==> src/sacr_defs.vh <==
/*
 * shared constants of the converter sequencer and serial readout:
 * timing figures in their own units and cycle counts derived from them.
 * assumes a 10 ns core clock; change SACR_CLK_NS here if the core clock differs.
 */
`ifndef SACR_DEFS_VH
`define SACR_DEFS_VH

`define SACR_CLK_NS 10
// ****************************************************************
// timing figures
// ****************************************************************
`define SACR_BUSY_LOW_NS 15000
`define SACR_FIRST_RISE_NS 1400
`define SACR_BIT_HIGH_NS 350
`define SACR_BIT_LOW_NS 760
`define SACR_TAIL_NS 800
`define SACR_XFER_BEFORE_NS 1100
`define SACR_HOLDOFF_NS 2000
// ****************************************************************
// derived cycle counts
// ****************************************************************
`define SACR_BUSY_CYC (`SACR_BUSY_LOW_NS / `SACR_CLK_NS)
`define SACR_FIRST_CYC (`SACR_FIRST_RISE_NS / `SACR_CLK_NS)
`define SACR_HIGH_CYC ((`SACR_BIT_HIGH_NS + `SACR_CLK_NS - 1) / `SACR_CLK_NS)
`define SACR_LOW_CYC ((`SACR_BIT_LOW_NS + `SACR_CLK_NS - 1) / `SACR_CLK_NS)
`define SACR_TAIL_CYC (`SACR_TAIL_NS / `SACR_CLK_NS)
`define SACR_XFER_CYC (`SACR_XFER_BEFORE_NS / `SACR_CLK_NS)
`define SACR_HOLDOFF_CYC ((`SACR_HOLDOFF_NS + `SACR_CLK_NS - 1) / `SACR_CLK_NS)
// ****************************************************************
// states and codes
// ****************************************************************
`define SACR_ST_IDLE 2'h0
`define SACR_ST_CONVERT_START_N 2'h1
`define SACR_WORD_BITS 12
`define SACR_OVER_BIT 13

`endif

==> src/sacr_core.v <==
/*
 * conversion sequencer and serial readout of a 12-bit sampling converter.
 * holds the pin synchronisers and edge detection, the conversion timer,
 * the internal bit clock generator, the host bit clock shifter, the
 * hold-off timer and the pin enables.
 * assumes: the analog decision logic delivers a 12-bit two's complement
 * word on sample_code_in when asked; pins arrive asynchronous and pass two flops.
 * assumes one core clock; every internal timing figure is a count of its cycles.
 */
`timescale 1ns/1ns
`include "sacr_defs.vh"

module sacr_core #(
    parameter BUSY_CYC = `SACR_BUSY_CYC
)
(
    input wire ref_clk_in,
    input wire sys_rst_in,
    input wire convert_start_n_in,
    input wire device_select_n_in,
    input wire clock_source_select_in,
    input wire serial_bit_clock_in,
    input wire [11:0] sample_code_in,
    output wire sample_hold_out,
    output wire busy_n_out,
    output wire busy_n_oe_n_out,
    output wire data_out,
    output wire data_oe_n_out,
    output wire serial_bit_clock_out,
    output wire serial_bit_clock_oe_n_out
);

// ****************************************************************
// input synchronisers
// ****************************************************************
reg [1:0] convert_start_n_sync_q;
reg [1:0] sel_sync_q;
reg [1:0] src_sync_q;
reg [1:0] sclk_sync_q;
reg convert_start_n_prev_q;
reg sclk_prev_q;

always @(posedge ref_clk_in or posedge sys_rst_in)
begin
    if (sys_rst_in)
    begin
        convert_start_n_sync_q <= 2'h3;
        sel_sync_q <= 2'h3;
        src_sync_q <= 2'h0;
        sclk_sync_q <= 2'h0;
        // reset levels match the idle pins, so no false edge follows reset
        convert_start_n_prev_q <= 1'b1;
        sclk_prev_q <= 1'b0;
    end
    else
    begin
        convert_start_n_sync_q <= {convert_start_n_sync_q[0], convert_start_n_in};
        sel_sync_q <= {sel_sync_q[0], device_select_n_in};
        src_sync_q <= {src_sync_q[0], clock_source_select_in};
        sclk_sync_q <= {sclk_sync_q[0], serial_bit_clock_in};
        convert_start_n_prev_q <= convert_start_n_sync_q[1];
        sclk_prev_q <= sclk_sync_q[1];
    end
end

// ****************************************************************
// edge detection
// ****************************************************************

wire convert_start_n_fall = convert_start_n_prev_q & ~convert_start_n_sync_q[1];
wire sel_n = sel_sync_q[1];
wire ext_mode = src_sync_q[1];
wire sclk_rise = sclk_sync_q[1] & ~sclk_prev_q;

// ****************************************************************
// conversion sequencer
// ****************************************************************
localparam [1:0] ST_IDLE = `SACR_ST_IDLE;
localparam [1:0] ST_CONVERT_START_N = `SACR_ST_CONVERT_START_N;
localparam [15:0] FIRST_CYC = `SACR_FIRST_CYC;
localparam [15:0] HIGH_CYC = `SACR_HIGH_CYC;
localparam [15:0] LOW_CYC = `SACR_LOW_CYC;
localparam [15:0] TAIL_CYC = `SACR_TAIL_CYC;
localparam [15:0] XFER_CYC = `SACR_XFER_CYC;
localparam [15:0] HOLDOFF_CYC = `SACR_HOLDOFF_CYC;
localparam [15:0] BUSY_LEN = BUSY_CYC;
localparam [3:0] WORD_BITS = `SACR_WORD_BITS;
localparam [3:0] OVER_BIT = `SACR_OVER_BIT;

// ****************************************************************
// state and counters
// ****************************************************************

reg [1:0] state_q;
reg [15:0] convert_start_n_cnt_q;
reg [11:0] work_q;
reg [11:0] shift_q;
reg [3:0] bit_cnt_q;
reg data_q;
reg ibclk_q;
reg [15:0] quiet_cnt_q;
reg [15:0] phase_cnt_q;

// internal mode: the result goes out during the next conversion, so the
// whole frame is timed from the conversion counter alone
function [15:0] bit_start;
    input [3:0] idx;
    begin
        bit_start = FIRST_CYC + ({12'h000, idx} * (HIGH_CYC + LOW_CYC));
    end
endfunction

// bit put on the pin by a host clock rise; zero once the word is spent
function next_bit;
    input [3:0] cnt;
    input msb;
    begin
        next_bit = (cnt < WORD_BITS) ? msb : 1'b0;
    end
endfunction

// ****************************************************************
// internal bit clock timing
// ****************************************************************
// every edge is a compare against the conversion counter, so the frame cannot drift from busy
// data is cleared where the next bit would load, well after the last fall
wire [15:0] frame_end = bit_start(WORD_BITS) - 16'h0001;
wire bit_active = (bit_cnt_q < WORD_BITS);
wire bit_load = bit_active && (convert_start_n_cnt_q == bit_start(bit_cnt_q) - 16'h0001);
wire bit_rise = bit_active && (convert_start_n_cnt_q == bit_start(bit_cnt_q));
wire bit_fall = bit_active && (convert_start_n_cnt_q == bit_start(bit_cnt_q) + HIGH_CYC);
wire convert_start_n_done = (state_q == ST_CONVERT_START_N) && (convert_start_n_cnt_q == BUSY_LEN - 16'h0001);

// ****************************************************************
// hold-off timer
// ****************************************************************
// host clock low and quiet long enough before busy rises, or deselected
wire holdoff_ok = (quiet_cnt_q >= HOLDOFF_CYC);

// keep the hold-off timer sampled so that sel_n high also counts as quiet
always @(posedge ref_clk_in or posedge sys_rst_in)
begin
    if (sys_rst_in)
        quiet_cnt_q <= 16'h0000;
    else if (sclk_sync_q[1] && !sel_n)
        quiet_cnt_q <= 16'h0000;
    else if (quiet_cnt_q != 16'hffff)
        quiet_cnt_q <= quiet_cnt_q + 16'h0001;
end

// ****************************************************************
// conversion timer and shifter
// ****************************************************************

always @(posedge ref_clk_in or posedge sys_rst_in)
begin
    if (sys_rst_in)
    begin
        state_q <= ST_IDLE;
        convert_start_n_cnt_q <= 16'h0000;
        work_q <= 12'h000;
        shift_q <= 12'h000;
        bit_cnt_q <= 4'h0;
        data_q <= 1'b0;
        ibclk_q <= 1'b0;
        phase_cnt_q <= 16'h0000;
    end
    else
    begin
        case (state_q)
            ST_IDLE:
            begin
                ibclk_q <= 1'b0;
                if (!ext_mode)
                    data_q <= 1'b0;
                if (convert_start_n_fall)
                begin
                    state_q <= ST_CONVERT_START_N;
                    convert_start_n_cnt_q <= 16'h0000;
                    phase_cnt_q <= 16'h0000;
                    bit_cnt_q <= 4'h0;
                end
                else if (ext_mode && sclk_rise && !sel_n)
                begin
                    // low after twelve
                    // host rises are only taken while selected, as the shift is gated by sel_n
                    data_q <= next_bit(bit_cnt_q, shift_q[11]);
                    shift_q <= {shift_q[10:0], 1'b0};
                    if (bit_cnt_q < OVER_BIT)
                        bit_cnt_q <= bit_cnt_q + 4'h1;
                end
            end
            ST_CONVERT_START_N:
            begin
                convert_start_n_cnt_q <= convert_start_n_cnt_q + 16'h0001;
                if (!ext_mode)
                begin
                    if (bit_load)
                    begin
                        data_q <= shift_q[11];
                        shift_q <= {shift_q[10:0], 1'b0};
                        phase_cnt_q <= 16'h0000;
                    end
                    if (bit_rise)
                        ibclk_q <= 1'b1;
                    if (bit_fall)
                    begin
                        ibclk_q <= 1'b0;
                        bit_cnt_q <= bit_cnt_q + 4'h1;
                    end
                    // data stays through the low phase, cleared when the frame ends
                    if (convert_start_n_cnt_q == frame_end)
                        data_q <= 1'b0;
                end
                else if (sclk_rise && !sel_n)
                begin
                    data_q <= next_bit(bit_cnt_q, shift_q[11]);
                    shift_q <= {shift_q[10:0], 1'b0};
                    if (bit_cnt_q < OVER_BIT)
                        bit_cnt_q <= bit_cnt_q + 4'h1;
                end
                if (convert_start_n_cnt_q == BUSY_LEN - XFER_CYC)
                    work_q <= sample_code_in;
                if (convert_start_n_done)
                begin
                    if (!ext_mode || holdoff_ok)
                    begin
                        shift_q <= work_q;
                        bit_cnt_q <= 4'h0;
                    end
                    state_q <= ST_IDLE;
                    ibclk_q <= 1'b0;
                end
            end
            default:
                state_q <= ST_IDLE;
        endcase
    end
end

// ****************************************************************
// pin drivers
// ****************************************************************
// busy tracks conversion
assign busy_n_out = (state_q != ST_CONVERT_START_N);
assign sample_hold_out = (state_q == ST_CONVERT_START_N);

// ****************************************************************
// pin enables
// ****************************************************************
// select gates outputs
assign busy_n_oe_n_out = sel_n;
assign data_out = data_q;
assign data_oe_n_out = sel_n;
assign serial_bit_clock_out = ibclk_q;
// a frame sent while deselected is lost; the host sees nothing of it
assign serial_bit_clock_oe_n_out = sel_n | ext_mode;

endmodule // sacr_core

==> config.mk <==
export PLATFORM = sky130hd
export DESIGN_NAME = sacr_core
export DESIGN_NICKNAME = d
export VERILOG_FILES = /design/src/sacr_core.v
export VERILOG_INCLUDE_DIRS = /design/src
export SDC_FILE = /design/constraint.sdc
export NUM_CORES = 1
export LEC_CHECK = 0
export ABC_CLOCK_PERIOD_IN_PS = 6890
export BUFFER_PORTS_ARGS = -buffer_cell sky130_fd_sc_hd__buf_2
export CAP_MARGIN = 10
export CORE_UTILIZATION = 35
export CTS_BUF_LIST = sky130_fd_sc_hd__clkbuf_4 sky130_fd_sc_hd__clkbuf_8 sky130_fd_sc_hd__clkbuf_16
export CTS_CLUSTER_DIAMETER = 40
export CTS_CLUSTER_SIZE = 20
export DETAILED_ROUTE_END_ITERATION = 16
export PLACE_DENSITY = 0.59
export SYNTH_ARGS = -nofsm -noshare
export SYNTH_HDL_FRONTEND = slang
export SYNTH_SLANG_ARGS = --single-unit
==> constraint.sdc <==
create_clock -name ref_clk_in -period 6.89 [get_ports ref_clk_in]
set_input_delay 0.3445 -clock ref_clk_in [delete_from_list [all_inputs] [get_ports ref_clk_in]]
set_output_delay 0.3445 -clock ref_clk_in [all_outputs]
set_load 0.005 [all_outputs]
==> parameters.txt, run 1 <==
Parameter                              Value

Critical path
  Terminus of the critical flop-to-flop path    shift_q[11]
  FF-to-FF Start    bit_cnt_q[2]
  Critical Path Fanout Max    13
  Reg2Reg Setup Slack    1.02 ns
  Depth of the worst register-to-register path    17
  Critical Path Start Type    register
  Category of the worst setup path capture point    register
  Critical Path, Cell by Cell    inv_1, ha_1, xor2_1, xnor2_1, fa_1, inv_1, ha_1, fa_1, xor2_1, nor4_1, o221ai_1, a2111oi_2, mux2_2, a211oi_1, nand4_1, nand3_1, o21ai_1
  Highest-delay cell along the critical path    dfrtp_1
  Critical Setup Path Class    reg2reg
  Required time of the worst setup path    7.10 ns
  Delay of the slowest cell on the worst path    0.63 ns
  CP Data Arrival Time    6.08 ns
  Start point of the critical path    bit_cnt_q[2]

Die
  Die X    126 um
  Height of the die    126 um
  Cell Rows    45
  Placeable core region    15100 sq um
  Initial standard-cell utilization of the core    35.7%
  Die Outline Area    16000 sq um
  Top-level port count    25

Placement
  Post-DP HPWL    9330 um
  Worst setup slack before clock tree synthesis    1.11 ns
  Number of buffers added on ports    24
  Final weighted congestion of routability-driven global placement    0.854

Timing
  Minimum clock period    5.87 ns
  # setup viols final    0
  Crit path setup slack, layout    1.02 ns
  Max-slew violation total from the final report    0
  Measured slew at the worst slew-check pin    1.08 ns
  Worst hold slack    0.113 ns
  Max transition margin    27.7%
  Share of the clock period used by the worst path after layout    85.2%
  Total negative setup slack    0 ns
  Skew final    0.00556 ns
  Peak Freq    170 MHz
  Final Hold Vio Count    0
  Setup repair after global routing missed its margin    false

Pwr
  Pint    0.00121 W
  Max VDD drop    0.000162 V
  Proportion of power drawn by flip-flops and latches    29.3%
  Post-layout power    0.00206 W
  Psw    0.000844 W
  Pwr dens    346 nW/um^2
  Static power due to leakage    2.62 nW
  Switching fraction of total power    41.0%
  Part of the total power dissipated in combinational logic    47.7%
  Fraction of power consumed by the clock network    23.0%

Synth
  Post-synth EDFFs    0
  Number of warnings reported in the yosys synthesis log    0
  Area of the mapped netlist    5410 sq um
  Post-synthesis net count    677
  Most used DFF post-synth    dfrtp_1
  Number of distinct library cells after synthesis    78
  Instance count of the mapped netlist    624
  Sequential-to-total area share from yosys stat    33.9%
  Post-Synthesis Mean Instance Area    8.68 sq um
  FFs w/ async S/R, synth    100%
  Total of flip-flops plus latches after synthesis    73

Finish
  Fraction of final layout cells with drive strength greater than 1    13.7%
  Layout fillers    1522
  Area Growth Syn to Fin    9.96%
  Antenna Diode Count    0
  NumNets Final    683

GRT
  Total global routing track utilization    17.1%
  Antenna violations before repair    0
  Vias in the first global route    4500
  Maximum number of pins on one net before global-route repair    74
  First-pass GRT wire length    22200 um
  Global route overflow    0

Job
  Count of maximum capacitance violations    0

Clocking
  Clock Pin Slew Worst Setup and Hold Paths    0.06 ns
  Number of buffers inserted for hold repair after clock tree synthesis    0
  Number of levels in the clock H-tree    3
  Longest Clk Path Bufs    2
  Buffer type at the clock tree root    clkbuf_16
  Post-CTS setup-driven buffer insertion count    0
  Number of gates given a new drive strength after cts    0
  TritonCTS buffer count    9
  Clock latency on the worst-skew pair    0.33 ns
  Clock tree from TritonCTS    built
  Sink count of the clock tree    73

Drt
  Number of search-and-repair iterations in the first detailed-routing pass    6
  Drt via density    5.61
  Mean routed wirelength per cell    15.6 um
  Drc violations    0
  Routed Antenna Nets    0
  Number of DRC markers after the initial detailed-route iteration    395
  Total routed wirelength    12900 um
  Detailed-route via count    4618

Worst hold path
  Worst Min Path Start    convert_start_n_in
  Worst Hold Path Cells    1
  Hold-critical path endpoint    convert_start_n_sync_q[0]
  Worst Hold Class    in2reg

Outcome
  Status    finished, final reports clean
-- worst max-delay path: cells and delay by family (launching register included) --
kind / cells / cell delay [ns]
compound gates: 4 / 1.10
xor+xnor: 3 / 0.63
fa+ha+maj: 4 / 1.63
buf+inv: 2 / 0.22
flops: 1 / 0.63
mux: 1 / 0.41
simple gates: 3 / 1.10
-- power groups by stage --
stage	clock network (W)	logic [W]	registers [W]
after detailed placement	0	0.000970	0.000610
after global routing	0.000498	0.00111	0.000617
final	0.000473	0.000981	0.000604
after global placement	0	0.000950	0.000607
after floorplan	0	0.000830	0.000555
after CTS	0.000482	0.000979	0.000603
-- synth_stat cells, types with 3 or more instances --
cell | number | area (sq um)
nand3_1 | 43 | 215
xnor2_1 | 21 | 184
nand4_1 | 19 | 119
a21oi_1 | 12 | 60.1
dfstp_2 | 5 | 131
mux2_1 | 3 | 33.8
nor2_1 | 65 | 244
a211o_1 | 4 | 35.0
dfrtp_1 | 68 | 1700
nor4_2 | 3 | 37.5
buf_2 | 4 | 20.0
nor3_1 | 10 | 50.1
nand2_1 | 58 | 218
inv_1 | 33 | 124
nor2b_1 | 3 | 18.8
o211ai_1 | 5 | 37.5
clkbuf_1 | 24 | 90.1
nor4_1 | 9 | 56.3
fa_1 | 7 | 140
nand2b_1 | 6 | 37.5
o22ai_1 | 14 | 87.6
or3_1 | 6 | 37.5
a211oi_2 | 3 | 37.5
mux2_2 | 13 | 146
or2_2 | 3 | 18.8
nand3b_1 | 3 | 22.5
and2_1 | 10 | 62.6
o21ai_1 | 14 | 70.1
o31ai_1 | 4 | 30.0
mux2i_1 | 3 | 30.0
buf_4 | 3 | 22.5
xor2_1 | 13 | 114
nor3b_1 | 4 | 30.0
and3_1 | 13 | 81.3
o21ai_0 | 32 | 160
a21o_1 | 4 | 30.0
a31oi_1 | 3 | 18.8
ha_1 | 28 | 350
-- sequential cells by signal, indices dropped and copies added (netlist names) --
signal / flops
sel_sync_q: 2
shift_q: 12
quiet_cnt_q: 16
convert_start_n_sync_q: 2
convert_start_n_cnt_q: 16
sclk_sync_q: 2
data_out: 1
sclk_prev_q: 1
work_q: 12
convert_start_n_prev_q: 1
state_q: 1
serial_bit_clock_out: 1
src_sync_q: 2
bit_cnt_q: 4
-- how the worst max path moves through the flow --
stage                   endpoint
global route         shift_q[11]
global placement     shift_q[11]
finish               shift_q[11]
detailed placement   shift_q[11]
CTS                  shift_q[11]
floorplan           bit_cnt_q[1]
-- per-stage QoR --
| step | util (%) | cell area [sq um] | cells |
|---|---|---|---|
| 6_report | 39.3 | 5950 | 823 |
| 5_1_grt | 39.3 | 5950 | 823 |
| 4_1_cts | 39.3 | 5950 | 823 |
| 3_5_place_dp | 37.3 | 5650 | 807 |
| 3_3_place_gp | 37.3 | 5650 | 807 |
| 2_1_floorplan | - | 5410 | 624 |
-- kinds of logic (layout without fill, tap and decap cells) --
group	after synthesis	count (layout)	share of synthesized area [%]
AND/OR/NAND/NOR	267	267	25.1
flip-flops	73	73	33.9
buffers and inverters	66	77	5.02
multiplexers	19	19	3.88
AO/OA/AOI/OAI	128	128	16.9
XOR/XNOR	36	36	6.22
adder cells (fa/ha/maj)	35	35	9.06
-- final cells by class --
type / count / area [sq um] / share of cell area [%]
Inverter: 33 / 124 / 2.08
Sequential cell: 73 / 1830 / 30.8
Clock buffer: 13 / 262 / 4.39
Timing Repair Buffer: 28 / 150 / 2.52
Tap cell: 188 / 235 / 3.95
Clock inverter: 3 / 40.0 / 0.673
Multi-Input combinational cell: 485 / 3310 / 55.6
-- layout by cell type, fill, tap and decap left out, types with 5 or more instances in the layout --
cell / instances
dfrtp_1: 68
nor2_1: 65
nand2_1: 58
nand3_1: 43
inv_1: 32
o21ai_0: 32
ha_1: 28
buf_2: 24
xnor2_1: 21
nand4_1: 19
o21ai_1: 14
o22ai_1: 14
and3_1: 13
xor2_1: 13
mux2_2: 13
a21oi_1: 12
nor3_1: 10
and2_1: 10
nor4_1: 9
clkbuf_16: 9
fa_1: 7
nand2b_1: 6
or3_1: 6
o211ai_1: 5
dfstp_2: 5
-- layer usage --
metal  vias up  global-route usage [%]  share of wire, %
met4         0                    6.17               1.4
met5         -                       0                 0
met2        95                    29.6                48
met3        18                    1.14               3.3
met1      2259                    22.6                47
li1       2246                       -                 -
(Power assumes the default switching activity.)
==> inputs of run 2 (changes only) <==
--- a/config.mk
+++ b/config.mk
@@ -14,7 +14,6 @@
 export CTS_CLUSTER_DIAMETER = 40
 export CTS_CLUSTER_SIZE = 20
 export DETAILED_ROUTE_END_ITERATION = 16
-export PLACE_DENSITY = 0.59
 export SYNTH_ARGS = -nofsm -noshare
 export SYNTH_HDL_FRONTEND = slang
 export SYNTH_SLANG_ARGS = --single-unit
==> parameters.txt, run 2 (synthesis gave the netlist of run 1 again) <==
Parameter                              Value

Timing
  Final Hold Vio Count    0 (unchanged)
  Peak Freq    174 MHz (+2.3%)
  Max-slew violation total from the final report    0 (unchanged)
  Worst hold slack    0.106 ns (-0.00614 ns)
  Minimum clock period    5.74 ns (-0.133 ns)
  Share of the clock period used by the worst path after layout    83.3% (-1.9 points)
  Skew final    0.00735 ns (+0.00179 ns)
  # setup viols final    0 (unchanged)
  Total negative setup slack    0 ns (unchanged)
  Setup repair after global routing missed its margin    false
  Max transition margin    26.8% (-0.97 points)
  Measured slew at the worst slew-check pin    1.09 ns (+0.0144 ns)

Finish
  Antenna Diode Count    0 (unchanged)
  Most common cell after layout, fill and taps aside    dfrtp_1
  Largest registers    convert_start_n_cnt_q x16, quiet_cnt_q x16
  Layout fillers    1498 (-1.6%)
  NumNets Final    683 (unchanged)
  Fraction of final layout cells with drive strength greater than 1    13.7% (unchanged)
  Leading cell types in the layout, fill and taps excluded    dfrtp_1 (68), nor2_1 (65), nand2_1 (58)
  Post-route cell area    6000 sq um (+0.84%)
  Area Growth Syn to Fin    10.9%

Drt
  Total routed wirelength    12600 um (-2.3%)
  Routed Antenna Nets    0 (unchanged)
  Number of search-and-repair iterations in the first detailed-routing pass    5 (-1)
  Drt via density    5.53 (-1.5%)
  Mean routed wirelength per cell    15.3 um (-2.3%)
  Drc violations    0 (unchanged)
  Detailed-route via count    4548 (-1.5%)
  Number of DRC markers after the initial detailed-route iteration    322 (-18%)

Clocking
  Clock latency on the worst-skew pair    0.34 ns (about the same)
  Sink count of the clock tree    73 (unchanged)
  Number of gates given a new drive strength after cts    0 (unchanged)
  Clock Pin Slew Worst Setup and Hold Paths    0.06 ns (about the same)
  Number of levels in the clock H-tree    3 (unchanged)
  Clock tree from TritonCTS    built
  Number of buffers inserted for hold repair after clock tree synthesis    0 (unchanged)
  Longest Clk Path Bufs    2 (unchanged)
  Buffer type at the clock tree root    clkbuf_16
  Post-CTS setup-driven buffer insertion count    0 (unchanged)
  TritonCTS buffer count    9 (unchanged)

Die
  Top-level port count    25 (unchanged)
  Die X    126 um (unchanged)
  Initial standard-cell utilization of the core    35.7% (unchanged)
  Placeable core region    15100 sq um (unchanged)
  Height of the die    126 um (unchanged)
  Cell Rows    45 (unchanged)
  Die Outline Area    16000 sq um (unchanged)

Placement
  Post-DP HPWL    9290 um (-0.50%)
  Placement-stage cell area    5650 sq um (unchanged)
  Final weighted congestion of routability-driven global placement    0.841 (-1.5%)
  Number of buffers added on ports    24 (unchanged)

Pwr
  Static power due to leakage    2.64 nW (+0.75%)
  Max VDD drop    0.000171 V (+5.4%)
  Pwr dens    356 nW/um^2 (+3.0%)

Outcome
  Status    finished, final reports clean

Critical path
  Critical Path Fanout Max    13 (unchanged)
  Category of the worst setup path capture point    register
  Critical Path Start Type    register
  Required time of the worst setup path    7.10 ns (about the same)
  Critical Setup Path Class    reg2reg
  CP Data Arrival Time    5.95 ns (-0.13 ns)

GRT
  Global route overflow    0 (unchanged)
  First-pass GRT wire length    22100 um (-0.56%)
  Maximum number of pins on one net before global-route repair    74 (unchanged)
  Total global routing track utilization    17.0% (-0.10 points)
  Vias in the first global route    4499 (-0.022%)
  Antenna violations before repair    0 (unchanged)

Worst hold path
  Worst Hold Class    in2reg

Job
  Count of maximum capacitance violations    0 (unchanged)
==> run 2: changes by cell type in the layout (fill, tap and decap cells not counted), sizes merged <==
cell / previous run / this run
clkinv: 2 / 1
inv: 33 / 35
clkbuf: 13 / 10
bufinv: 1 / 3
==> run 2: per-stage QoR <==
step           instances  setup WS, ns  utilization [%]  total power, W
3_3_place_gp         807          1.36             37.3         0.00156
6_report             823          1.15             39.6         0.00214
2_1_floorplan        624          1.73                -         0.00139
4_1_cts              823          1.16             39.6         0.00215
5_1_grt              823         0.709             39.6         0.00231
3_5_place_dp         807          1.19             37.3         0.00159
==> run 2: critical path: stages, from the launching register on <==
cell       delay (ns)
dfrtp_1          0.65
inv_1            0.17
ha_1             0.40
xor2_1           0.21
xnor2_1          0.18
fa_1             0.51
inv_1            0.04
ha_1             0.24
fa_1             0.47
xor2_1           0.22
nor4_1           0.39
o221ai_1         0.26
a2111oi_2        0.44
mux2_2           0.42
a211oi_1         0.25
nand4_1          0.45
nand3_1          0.24
o21ai_1          0.08
==> run 2: area by class of cell <==
cell class | count | area, sq um | area share (%)
multi-input cells | 485 | 3310 | 55.1
repair buffers | 28 | 150 | 2.50
clock buffers | 10 | 239 | 3.98
flip-flops and latches | 73 | 1830 | 30.5
clock inverters | 6 | 113 | 1.88
inverters | 33 | 124 | 2.06
well taps | 188 | 235 | 3.92
==> run 2: final timing paths <==
check | startpoint | endpoint | slack [ns] | cells after the start
hold / removal | convert_start_n_in | convert_start_n_sync_q[0] | 0.11 | 1
min in group asynchronous | sys_rst_in | quiet_cnt_q[4] | 0.30 | 3
hold reg to reg | src_sync_q[0] | src_sync_q[1] | 0.35 | 0
max in group asynchronous | sys_rst_in | quiet_cnt_q[12] | 6.02 | 3
setup / recovery | bit_cnt_q[2] | shift_q[11] | 1.15 | 17
setup reg to reg | bit_cnt_q[2] | shift_q[11] | 1.15 | 17
==> run 2: report_power, final <==
| group | switching [W] | internal (W) |
|---|---|---|
| Clock | 0.000180 | 0.000365 |
| Combinational | 0.000570 | 0.000418 |
| Sequential | 0.000110 | 0.000496 |
==> run 2: layer usage <==
layer | track usage (%) | vias to the layer above | share of wire, % | routed length [um]
li1 | - | 2249 | - | -
met1 | 22.8 | 2185 | 48 | 6000
met2 | 27.9 | 97 | 47 | 5940
met3 | 2.24 | 17 | 3.1 | 386
met4 | 6.38 | 0 | 1.8 | 229
met5 | 0 | - | 0 | 0
==> inputs of run 3 (changes only) <==
--- a/config.mk
+++ b/config.mk
@@ -6,7 +6,7 @@
 export SDC_FILE = /design/constraint.sdc
 export NUM_CORES = 1
 export LEC_CHECK = 0
-export ABC_CLOCK_PERIOD_IN_PS = 6890
+export ABC_CLOCK_PERIOD_IN_PS = 5790
 export BUFFER_PORTS_ARGS = -buffer_cell sky130_fd_sc_hd__buf_2
 export CAP_MARGIN = 10
 export CORE_UTILIZATION = 35
==> constraint.sdc (replaced) <==
create_clock -name ref_clk_in -period 5.79 [get_ports ref_clk_in]
set_input_delay 0.2895 -clock ref_clk_in [delete_from_list [all_inputs] [get_ports ref_clk_in]]
set_output_delay 0.2895 -clock ref_clk_in [all_outputs]
set_load 0.005 [all_outputs]
==> parameters.txt, run 3 (synthesis gave the netlist of run 1 again) <==
Parameter                              Value

Outcome
  Status    finished, final reports clean

Finish
  Layout fillers    1501 (+0.20%)
  Largest registers    convert_start_n_cnt_q x16, quiet_cnt_q x16
  Non-filler instance count after layout    827 (+0.49%)
  Antenna Diode Count    0 (unchanged)
  Most common cell after layout, fill and taps aside    dfrtp_1
  Area Growth Syn to Fin    10.9% (unchanged)
  Leading cell types in the layout, fill and taps excluded    dfrtp_1 (67), nor2_1 (65), nand2_1 (58)
  Core occupancy in the finished layout    39.6% (unchanged)
  Fraction of final layout cells with drive strength greater than 1    14.4% (+0.70 points)
  NumNets Final    687 (+0.59%)

Critical path
  FF-to-FF Start    bit_cnt_q[3]
  Critical Path, Cell by Cell    inv_1, ha_1, xor2_1, xnor2_1, fa_1, inv_1, ha_1, fa_1, a21o_1, a311o_1, nand3_1, nand4_1, nand4b_1, a311o_1, a211oi_4, mux2_1, nor4_2
  Family with the most delay on the worst path    adder cells
  Delay of the slowest cell on the worst path    0.52 ns (-0.13 ns)
  Critical Setup Path Class    reg2reg
  Critical Path Fanout Max    11 (-2)
  Required time of the worst setup path    6.03 ns (-1.07 ns)
  Number of buffer and inverter stages on the critical path    2 (unchanged)
  CP Data Arrival Time    5.65 ns (-0.30 ns)
  Start point of the critical path    bit_cnt_q[3]
  Highest-delay cell along the critical path    fa_1
  Critical Path Start Type    register
  Category of the worst setup path capture point    register

Timing
  Share of the clock period used by the worst path after layout    93.4% (+10 points)
  Max transition margin    25.5% (-1.2 points)
  # setup viols final    0 (unchanged)
  Measured slew at the worst slew-check pin    1.11 ns (+0.0182 ns)
  Setup repair after global routing missed its margin    false
  Crit path setup slack, layout    0.381 ns (-0.769 ns)
  Minimum clock period    5.41 ns (-0.331 ns)
  Peak Freq    185 MHz (+6.1%)
  Skew final    0.00629 ns (-0.00107 ns)
  Max-slew violation total from the final report    0 (unchanged)
  Total negative setup slack    0 ns (unchanged)
  Final Hold Vio Count    0 (unchanged)

Clocking
  Buffer type at the clock tree root    clkbuf_16
  Clock Pin Slew Worst Setup and Hold Paths    0.06 ns (about the same)
  Clock tree from TritonCTS    built
  Longest Clk Path Bufs    2 (unchanged)
  TritonCTS buffer count    9 (unchanged)
  Number of levels in the clock H-tree    3 (unchanged)
  Sink count of the clock tree    73 (unchanged)
  Clock latency on the worst-skew pair    0.33 ns (about the same)

Die
  Die X    126 um (unchanged)
  Placeable core region    15100 sq um (unchanged)
  Height of the die    126 um (unchanged)
  Initial standard-cell utilization of the core    35.7% (unchanged)
  Die Outline Area    16000 sq um (unchanged)
  Cell Rows    45 (unchanged)
  Top-level port count    25 (unchanged)

GRT
  Vias in the first global route    4479 (-0.44%)
  First-pass GRT wire length    22000 um (-0.50%)
  Global route overflow    0 (unchanged)
  Maximum number of pins on one net before global-route repair    74 (unchanged)
  Antenna violations before repair    0 (unchanged)
  Total global routing track utilization    17.0% (-0.040 points)

Drt
  Mean routed wirelength per cell    15.6 um (+2.2%)
  Number of search-and-repair iterations in the first detailed-routing pass    5 (unchanged)
  Drt via density    5.59 (+1.1%)
  Drc violations    0 (unchanged)
  Detailed-route via count    4619 (+1.6%)
  Number of DRC markers after the initial detailed-route iteration    274 (-15%)
  Routed Antenna Nets    0 (unchanged)
  Total routed wirelength    12900 um (+2.7%)

Worst hold path
  Worst Hold Class    in2reg
  Worst Min Path Start    convert_start_n_in

Pwr
  Max VDD drop    0.000214 V (+26%)
  Pwr dens    416 nW/um^2 (+17%)
  Static power due to leakage    2.64 nW (about the same)

Placement
  Inst Count DP    810 (+0.37%)
  Post-DP HPWL    9280 um (about the same)
  Final weighted congestion of routability-driven global placement    0.878 (+4.4%)
  Worst setup slack before clock tree synthesis    0.259 ns (-0.929 ns)
  Number of buffers added on ports    24 (unchanged)

Job
  Count of maximum capacitance violations    0 (unchanged)
run 3: worst register-to-register path, cell delays in order (launching register included):
cell,delay [ns]
dfrtp_2,0.47
inv_1,0.10
ha_1,0.37
xor2_1,0.27
xnor2_1,0.13
fa_1,0.52
inv_1,0.05
ha_1,0.24
fa_1,0.46
a21o_1,0.24
a311o_1,0.40
nand3_1,0.21
nand4_1,0.22
nand4b_1,0.26
a311o_1,0.42
a211oi_4,0.34
mux2_1,0.38
nor4_2,0.25
run 3: power by group:
| part | internal [W] | total, W | switching (W) |
|---|---|---|---|
| logic | 0.000501 | 0.00119 | 0.000692 |
| clock network | 0.000377 | 0.000594 | 0.000217 |
| registers | 0.000590 | 0.000707 | 0.000117 |
| total | 0.00147 | 0.00249 | 0.00103 |
run 3: what timing repair did:
| action | CTS | global route |
|---|---|---|
| buffers inserted | 0 | 1 |
| hold buffers | 0 | 0 |
| endpoints found under the setup margin | 0 | 12 |
| gates resized for setup | 0 | 1 |
| endpoints found under the hold margin | 0 | 0 |
run 3: stage by stage:
stage                     instance area, sq um  power [W]  hold WS [ns]
after global placement                    5670    0.00186         0.335
after global routing                      6000    0.00267        0.0394
after detailed placement                  5670    0.00188         0.335
after CTS                                 5990    0.00249        0.0397
after floorplan                           5410    0.00165         0.294
final                                     6000    0.00249        0.0541
run 3: worst paths after layout:
check                           cells after the start                        end  slack (ns)
worst max-delay path                               17               bit_cnt_q[1]        0.38
worst min-delay path                                1  convert_start_n_sync_q[0]        0.05
worst max register to register                     17               bit_cnt_q[1]        0.38
worst min register to register                      0             sclk_sync_q[1]        0.35
max in group asynchronous                           3               bit_cnt_q[3]        4.91
min in group asynchronous                           3   convert_start_n_cnt_q[2]        0.25
run 3: metal layers:
metal	GRT usage [%]	wire, um
met1	22.8	6150
met2	27.4	6040
met3	2.02	424
met4	7.80	276
met5	0	0
run 3: layout make-up:
type	instances	area, sq um	share of cell area (%)
Multi-Input combinational cell	485	3310	55.1
Inverter	33	124	2.06
Timing Repair Buffer	32	180	3.00
Clock inverter	7	95.1	1.58
Sequential cell	73	1830	30.6
Clock buffer	9	225	3.75
Tap cell	188	235	3.92
